--- src/hdl/qup_pkg.sv ---
package qup_pkg;

  // ----------------------------------------------------------------------
  // Widths and counts
  // ----------------------------------------------------------------------
  localparam int QUP_CHAN_NUM = 4;
  localparam int QUP_ADDR_W = 3;
  localparam int QUP_DATA_W = 8;
  localparam int QUP_CHAN_W = 2;
  localparam int QUP_SYNC_STAGES = 2;

  // ----------------------------------------------------------------------
  // Layout of the synchronised pin vector
  // ----------------------------------------------------------------------
  localparam int QUP_PIN_DATA_LSB = 0;
  localparam int QUP_PIN_ADDR_LSB = 8;
  localparam int QUP_PIN_CS_LSB = 11;
  localparam int QUP_PIN_WR_BIT = 15;
  localparam int QUP_PIN_RD_BIT = 16;
  localparam int QUP_PIN_STYLE_BIT = 17;
  localparam int QUP_PIN_W = 18;

  // ----------------------------------------------------------------------
  // Values after reset
  // ----------------------------------------------------------------------
  localparam logic [QUP_PIN_W-1:0] QUP_PIN_RST = 18'h3f800;
  localparam logic [QUP_DATA_W-1:0] QUP_DATA_RST = 8'h00;
  localparam logic [QUP_ADDR_W-1:0] QUP_ADDR_RST = 3'h0;
  localparam logic [QUP_CHAN_W-1:0] QUP_CHAN_RST = 2'h0;

  typedef logic [QUP_CHAN_W-1:0] qup_chan_t;

endpackage : qup_pkg

--- src/hdl/qup_sync_if.sv ---
`timescale 1ns/1ps
`default_nettype none

interface qup_sync_if #(
  parameter int WIDTH = 1
);
  logic [WIDTH-1:0] raw;
  logic [WIDTH-1:0] sync;

  modport src (output raw, input sync);
  modport dst (input raw, output sync);
endinterface : qup_sync_if

`default_nettype wire

--- src/hdl/qup_sync.sv ---
`timescale 1ns/1ps
`default_nettype none

module qup_sync #(
  parameter int WIDTH = 1,
  parameter logic [WIDTH-1:0] RST_VAL = '0
) (
  // Clock and reset
  input wire logic core_clk_in,
  input wire logic sys_rst_in,
  // Pins in, stable copy out
  qup_sync_if.dst pins
);

  logic [WIDTH-1:0] meta_q;
  logic [WIDTH-1:0] sync_q;

  // First stage feeds only the second
  always_ff @(posedge core_clk_in or posedge sys_rst_in) begin
    if (sys_rst_in) begin
      meta_q <= RST_VAL;
      sync_q <= RST_VAL;
    end else begin
      meta_q <= pins.raw;
      sync_q <= meta_q;
    end
  end

  assign pins.sync = sync_q;

endmodule : qup_sync

`default_nettype wire

--- src/hdl/qup_host_port.sv ---
`timescale 1ns/1ps
`default_nettype none

module qup_host_port (
  // Clock and reset
  input wire logic core_clk_in,
  input wire logic sys_rst_in,
  // Host bus pins
  input wire logic bus_style_in,
  input wire logic read_strobe_n_in,
  input wire logic write_strobe_n_in,
  input wire logic chan_a_select_n_in,
  input wire logic chan_b_select_n_in,
  input wire logic chan_c_select_n_in,
  input wire logic chan_d_select_n_in,
  input wire logic [qup_pkg::QUP_ADDR_W-1:0] addr_in,
  input wire logic [qup_pkg::QUP_DATA_W-1:0] data_in,
  output logic [qup_pkg::QUP_DATA_W-1:0] data_out,
  output logic data_oe_out,
  // Interrupt and ready pins
  output logic [qup_pkg::QUP_CHAN_NUM-1:0] chan_irq_out,
  output logic [qup_pkg::QUP_CHAN_NUM-1:0] chan_irq_oe_out,
  output logic tx_ready_summary_n_out,
  output logic rx_ready_summary_n_out,
  // Channel register access
  output logic reg_rd_out,
  output logic reg_wr_out,
  output logic [qup_pkg::QUP_CHAN_W-1:0] reg_chan_out,
  output logic [qup_pkg::QUP_ADDR_W-1:0] reg_addr_out,
  output logic [qup_pkg::QUP_DATA_W-1:0] reg_wdata_out,
  input wire logic [qup_pkg::QUP_DATA_W-1:0] reg_rdata_in,
  // Channel status
  input wire logic [qup_pkg::QUP_CHAN_NUM-1:0] chan_irq_in,
  input wire logic [qup_pkg::QUP_CHAN_NUM-1:0] irq_output_drive_bit_in,
  input wire logic [qup_pkg::QUP_CHAN_NUM-1:0] tx_ready_n_in,
  input wire logic [qup_pkg::QUP_CHAN_NUM-1:0] rx_ready_n_in
);
  import qup_pkg::*;

  // ----------------------------------------------------------------------
  // Pin synchronisation
  // ----------------------------------------------------------------------
  qup_sync_if #(.WIDTH(QUP_PIN_W)) pin_if ();

  assign pin_if.raw = {bus_style_in, read_strobe_n_in, write_strobe_n_in,
                       chan_d_select_n_in, chan_c_select_n_in,
                       chan_b_select_n_in, chan_a_select_n_in,
                       addr_in, data_in};

  qup_sync #(.WIDTH(QUP_PIN_W), .RST_VAL(QUP_PIN_RST)) u_sync (
    .core_clk_in(core_clk_in),
    .sys_rst_in(sys_rst_in),
    .pins(pin_if)
  );

  // Previous sample, so edges and the values before them are both visible
  logic [QUP_PIN_W-1:0] prev_q;

  always_ff @(posedge core_clk_in or posedge sys_rst_in) begin
    if (sys_rst_in) begin
      prev_q <= QUP_PIN_RST;
    end else begin
      prev_q <= pin_if.sync;
    end
  end

  // ----------------------------------------------------------------------
  // Decode
  // ----------------------------------------------------------------------
  // In strobe style the lowest active select wins when the host asserts several at once
  function automatic qup_chan_t qup_chan_of(input logic style,
                                            input logic [3:0] cs_n);
    qup_chan_t chan;
    chan = QUP_CHAN_RST;
    if (!style) begin
      chan = {cs_n[2], cs_n[1]};
    end else if (!cs_n[0]) begin
      chan = 2'h0;
    end else if (!cs_n[1]) begin
      chan = 2'h1;
    end else if (!cs_n[2]) begin
      chan = 2'h2;
    end else begin
      chan = 2'h3;
    end
    return chan;
  endfunction : qup_chan_of

  // Read and write request levels for one pin sample
  function automatic logic [1:0] qup_req_of(input logic [QUP_PIN_W-1:0] s);
    logic sel;
    logic [1:0] req;
    sel = 1'b0;
    req = 2'h0;
    if (s[QUP_PIN_STYLE_BIT]) begin
      sel = ~&s[QUP_PIN_CS_LSB +: 4];
      req = {sel & ~s[QUP_PIN_RD_BIT], sel & ~s[QUP_PIN_WR_BIT]};
    end else begin
      sel = ~s[QUP_PIN_CS_LSB];
      // Read strobe pin deliberately not looked at here
      req = {sel & s[QUP_PIN_WR_BIT], sel & ~s[QUP_PIN_WR_BIT]};
    end
    return req;
  endfunction : qup_req_of

  logic [1:0] req_now;
  logic [1:0] req_prev;
  logic rd_start;
  logic wr_commit;
  logic style_s;

  assign style_s = pin_if.sync[QUP_PIN_STYLE_BIT];
  assign req_now = qup_req_of(pin_if.sync);
  assign req_prev = qup_req_of(prev_q);
  assign rd_start = req_now[1] & ~req_prev[1];
  // Write lands when the request level ends, using the values just before unless a read starts in the same cycle
  assign wr_commit = req_prev[0] & ~req_now[0];

  // ----------------------------------------------------------------------
  // Register access strobes
  // ----------------------------------------------------------------------
  logic rd_q;
  logic wr_q;
  qup_chan_t chan_q;
  logic [QUP_ADDR_W-1:0] addr_q;
  logic [QUP_DATA_W-1:0] wdata_q;

  always_ff @(posedge core_clk_in or posedge sys_rst_in) begin
    if (sys_rst_in) begin
      rd_q <= 1'b0;
      wr_q <= 1'b0;
      chan_q <= QUP_CHAN_RST;
      addr_q <= QUP_ADDR_RST;
      wdata_q <= QUP_DATA_RST;
    end else begin
      rd_q <= rd_start;
      wr_q <= wr_commit;
      if (rd_start) begin
        chan_q <= qup_chan_of(style_s, pin_if.sync[QUP_PIN_CS_LSB +: 4]);
        addr_q <= pin_if.sync[QUP_PIN_ADDR_LSB +: QUP_ADDR_W];
      end else if (wr_commit) begin
        chan_q <= qup_chan_of(prev_q[QUP_PIN_STYLE_BIT],
                              prev_q[QUP_PIN_CS_LSB +: 4]);
        addr_q <= prev_q[QUP_PIN_ADDR_LSB +: QUP_ADDR_W];
        wdata_q <= prev_q[QUP_PIN_DATA_LSB +: QUP_DATA_W];
      end
    end
  end

  assign reg_rd_out = rd_q;
  assign reg_wr_out = wr_q;
  assign reg_chan_out = chan_q;
  assign reg_addr_out = addr_q;
  assign reg_wdata_out = wdata_q;

  // ----------------------------------------------------------------------
  // Read data drive
  // ----------------------------------------------------------------------
  logic [QUP_DATA_W-1:0] dout_q;
  logic doe_q;

  always_ff @(posedge core_clk_in or posedge sys_rst_in) begin
    if (sys_rst_in) begin
      dout_q <= QUP_DATA_RST;
    end else if (rd_q) begin
      dout_q <= reg_rdata_in;
    end
  end

  // Bus released on the clock after the synchronised read level drops, to avoid contention
  always_ff @(posedge core_clk_in or posedge sys_rst_in) begin
    if (sys_rst_in) begin
      doe_q <= 1'b0;
    end else begin
      doe_q <= req_now[1] & ~rd_start;
    end
  end

  assign data_out = dout_q;
  assign data_oe_out = doe_q;

  // ----------------------------------------------------------------------
  // Interrupt pins
  // ----------------------------------------------------------------------
  logic [3:0] irq_q;
  logic [3:0] irq_oe_q;

  always_ff @(posedge core_clk_in or posedge sys_rst_in) begin
    if (sys_rst_in) begin
      irq_q <= 4'h0;
      irq_oe_q <= 4'h0;
    end else if (style_s) begin
      irq_q <= chan_irq_in;
      irq_oe_q <= irq_output_drive_bit_in;
    end else begin
      // Bit 0 open drain: pulls low while any channel interrupt is up, a pull-up gives the high level; bits 3:1 always drive low
      irq_q <= 4'h0;
      irq_oe_q <= {3'h7, |chan_irq_in};
    end
  end

  assign chan_irq_out = irq_q;
  assign chan_irq_oe_out = irq_oe_q;

  // ----------------------------------------------------------------------
  // Ready summaries
  // ----------------------------------------------------------------------
  logic tx_sum_q;
  logic rx_sum_q;

  always_ff @(posedge core_clk_in or posedge sys_rst_in) begin
    if (sys_rst_in) begin
      tx_sum_q <= 1'b1;
      rx_sum_q <= 1'b1;
    end else begin
      tx_sum_q <= &tx_ready_n_in;
      rx_sum_q <= &rx_ready_n_in;
    end
  end

  assign tx_ready_summary_n_out = tx_sum_q;
  assign rx_ready_summary_n_out = rx_sum_q;

  logic [3:0] cs_s;
  assign cs_s = pin_if.sync[QUP_PIN_CS_LSB +: 4];
endmodule : qup_host_port

`default_nettype wire

--- config.mk ---
export PLATFORM = sky130hd
export DESIGN_NAME = qup_host_port
export DESIGN_NICKNAME = d
export VERILOG_FILES = /design/src/hdl/qup_pkg.sv /design/src/hdl/qup_sync_if.sv /design/src/hdl/qup_sync.sv /design/src/hdl/qup_host_port.sv
export SDC_FILE = /design/constraint.sdc
export NUM_CORES = 1
export LEC_CHECK = 0
export BUFFER_PORTS_ARGS = -buffer_cell sky130_fd_sc_hd__buf_2
export CAP_MARGIN = 15
export CORE_MARGIN = 5
export CORE_UTILIZATION = 46
export DETAILED_ROUTE_END_ITERATION = 16
export HOLD_SLACK_MARGIN = 0.12
export PLACE_DENSITY = 0.74
export SETUP_SLACK_MARGIN = 0.2
export SYNTH_ARGS = -nofsm -noshare
export SYNTH_HDL_FRONTEND = slang
export SYNTH_HIERARCHICAL = 1
export SYNTH_SLANG_ARGS = --single-unit
--- constraint.sdc ---
create_clock -name core_clk_in -period 1.6 [get_ports core_clk_in]
set_input_delay 0.16 -clock core_clk_in [delete_from_list [all_inputs] [get_ports core_clk_in]]
set_output_delay 0.16 -clock core_clk_in [all_outputs]
set_load 0.01 [all_outputs]
==> impl_metrics.py <==
metrics = {
    "run_status": {
        "status": "finished with violations",
        "violations": "negative setup slack",
    },
    "yosys": {
        "synth.most_common_cell": "dfrtp_1",
        "yosysTopAreaCell": "dfrtp_1",
        "yosysSeqAreaShare_pct": 78.1,
        "synth_area_leaders": "dfrtp_1, dfstp_2, mux2_2",
        "syn_area_per_cell_um2": 16.8,
        "syn-instance-count": 170,
        "yosys.area.top_type_share_pct": 56.9,
        "dominantRegCellSynth": "dfrtp_1",
        "syn_area_um2": 2860,
        "synth-edff-count": 0,
        "synth_commonest_cells": "dfrtp_1, dfstp_2, mux2_2",
        "synth_warnings": 6,
        "syn-num-nets": 214,
        "postSynth.asyncResetShare_pct": 100,
        "synth_cell_types": 29,
        "ys_ff_latch": 88,
    },
    "finish": {
        "regArea_um2": 2230,
        "fin_nets": 355,
        "final_layout_size_suffix_gt1_share_pct": 52.2,
        "fin_cells": 391,
        "num_antenna_cells": 0,
        "multiInputGateArea_um2": 636,
        "areaGrowthSynthToFinish_pct": 44.0,
        "finish.utilization_pct": 68.7,
        "fillers": 402,
    },
    "flow_run": {
        "cap_violations": 0,
    },
    "clock_network": {
        "clk_pin_slew_ns": 0.09,
        "htreeDepth": 3,
        "cts_tree": "done",
        "root_buffer": "clkbuf_8",
        "clock-sinks": 88,
        "clockBufferDepth": 2,
        "clk-insertion-delay-late_ns": 0.35,
        "cts_made_buffers": 9,
    },
    "global_route": {
        "grt_usage_pct": 14.8,
        "grt_pass1_wl_um": 8600,
        "grt_max_degree": 28,
        "overflow": 0,
        "grt_pass1_vias": 1883,
        "antenna_found_initial": 0,
    },
    "worst_setup_path": {
        "cp-start-kind": "register",
        "cp.required_ns": 1.84,
        "critPathMaxFanout": 8,
        "arrival_ns": 1.88,
        "r2r-end": "reg_wdata_out[4]",
        "regToRegSetupSlack_ns": -0.04,
        "cp_slowest_cell": "dfstp_2",
        "endpoint_kind": "register",
        "crit_start": "prev_q[13]",
        "crit_type": "register to register",
        "r2r-start": "prev_q[13]",
        "crit_end": "reg_wdata_out[4]",
        "critPathMaxStageDelay_ns": 0.54,
        "ff2ff_path_depth": 4,
        "worstPathCellList": "and4_4 > nor4_4 > o211ai_4 > mux2_2",
    },
    "timing": {
        "post-route-period-util_pct": 103,
        "maxSlewViolCount": 0,
        "finalCriticalPeriod_ns": 1.64,
        "setup_ws_ns": -0.0440,
        "slew_headroom_pct": 62.4,
        "finalSetupViolCount": 9,
        "hold_viol": 0,
        "worst_slew_pin_slew_ns": 0.563,
        "rsz0062_at_grt": "yes",
        "clock_skew_ns": 0.00842,
        "max_freq_mhz": 608,
    },
    "pwr": {
        "p_per_area_nw_per_um2": 1160,
        "power.total_w": 0.00476,
        "leakage_nw": 1.91,
        "vdd_ir_drop_max_v": 0.000832,
    },
    "route": {
        "drtIter0Drc": 35,
        "ant_nets": 0,
        "wl_per_cell_um": 13.5,
        "dr_total_vias": 1806,
        "finalWirelength_um": 5290,
        "drcViolationCount": 0,
        "dr.pass1.iters": 3,
        "routed_via_density": 4.62,
    },
    "die": {
        "dieArea_um2": 7890,
        "die_h_um": 88.8,
        "start_util_pct": 47.7,
        "rows": 28,
        "die_w_um": 88.8,
        "ios": 78,
        "core_um2": 5990,
    },
    "place": {
        "dpl.cell_count": 331,
        "preCtsSetupSlack_ns": -0.0531,
        "io_buffers": 77,
        "gp_congestion": 0.843,
        "hpwl_um": 3600,
    },
    "hold_path": {
        "min_path_type": "register to register",
        "min-delay-start": "u_sync/pins.sync[6]",
    },
}
## layer usage
layer / part of all wire [%] / global-route usage, %
met5: 0 / 0
met1: 39 / 16.8
met2: 52 / 25.6
met3: 6.8 / 3.63
met4: 1.9 / 7.83
## registers in the layout, indices dropped and copies added, names as in the netlist, 3 cells and up
signal,count
chan_irq_oe_out,4
chan_irq_out,4
data_out,8
prev_q,18
reg_addr_out,3
reg_wdata_out,8
u_sync/meta_q,18
u_sync/pins.sync,18
## how the worst min path moves through the flow
stage                      endpoint  slack (ns)  depth (start not counted)
6_report                  prev_q[6]        0.35                          0
4_1_cts         u_sync/pins.sync[9]        0.35                          0
3_5_place_dp    u_sync/pins.sync[4]        0.22                          3
2_1_floorplan     u_sync/meta_q[11]        0.16                          0
3_3_place_gp    u_sync/pins.sync[4]        0.22                          3
5_1_grt        u_sync/pins.sync[16]        0.36                          0
## cells by family (layout without fill, tap and decap cells)
| family | count (synthesis) | count (layout) | synth area share [%] |
|---|---|---|---|
| compound gates | 21 | 21 | 6.35 |
| simple gates | 36 | 36 | 8.06 |
| flops | 88 | 88 | 78.1 |
| buf+inv | 9 | 155 | 1.23 |
| mux | 16 | 16 | 6.30 |
## placed cells by master, fill, tap and decap left out, drive strengths merged, types with 3 or more instances in the layout
cell,netlist,final
nor2b,4,4
inv,6,8
nand3,3,3
and4,3,3
a31oi,6,6
dlygate4sd3,0,39
dfrtp,65,65
o21ai,5,5
buf,1,94
nor2,5,5
nand2b,5,5
and2,5,5
nor3,4,4
clkbuf,2,10
mux2,16,16
dfstp,23,23
## per-stage QoR
| stage | instance area [µm²] | hold WS (ns) | TNS (ns) |
|---|---|---|---|
| floorplan | 2870 | 0.164 | -0.233 |
| global placement | 3440 | 0.220 | -0.158 |
| detailed placement | 3440 | 0.224 | -0.423 |
| CTS | 4080 | 0.354 | -0.350 |
| global route | 4120 | 0.360 | -0.781 |
| finish | 4120 | 0.352 | -0.329 |
## power by group
group | total [W] | switching, W | internal, W
registers | 0.00255 | 0.000102 | 0.00245
logic | 0.000680 | 0.000308 | 0.000372
clock network | 0.00153 | 0.000782 | 0.000747
total | 0.00476 | 0.00119 | 0.00357
## worst max-delay path: cells and delay by family, from the launching register on
family	cells	cell delay, ns
AO/OA/AOI/OAI	1	0.30
flip-flops	1	0.54
multiplexers	1	0.38
AND/OR/NAND/NOR	2	0.32
## layout make-up
cell class	instances	share of cell area (%)
sequential	88	54.2
timing repair buffer	133	22.5
multi-input combinational	73	15.4
clock buffer	10	3.10
tap	75	2.28
clock inverter	6	1.82
inverter	6	0.638
## what timing repair did
item	4_1_cts	5_1_grt
gates resized for setup	7	4
setup endpoints to repair	15	15
setup buffers	2	3
hold buffers	39	0
endpoints found under the hold margin	88	0
pin swaps	3	3
(Power assumes the default switching activity.)
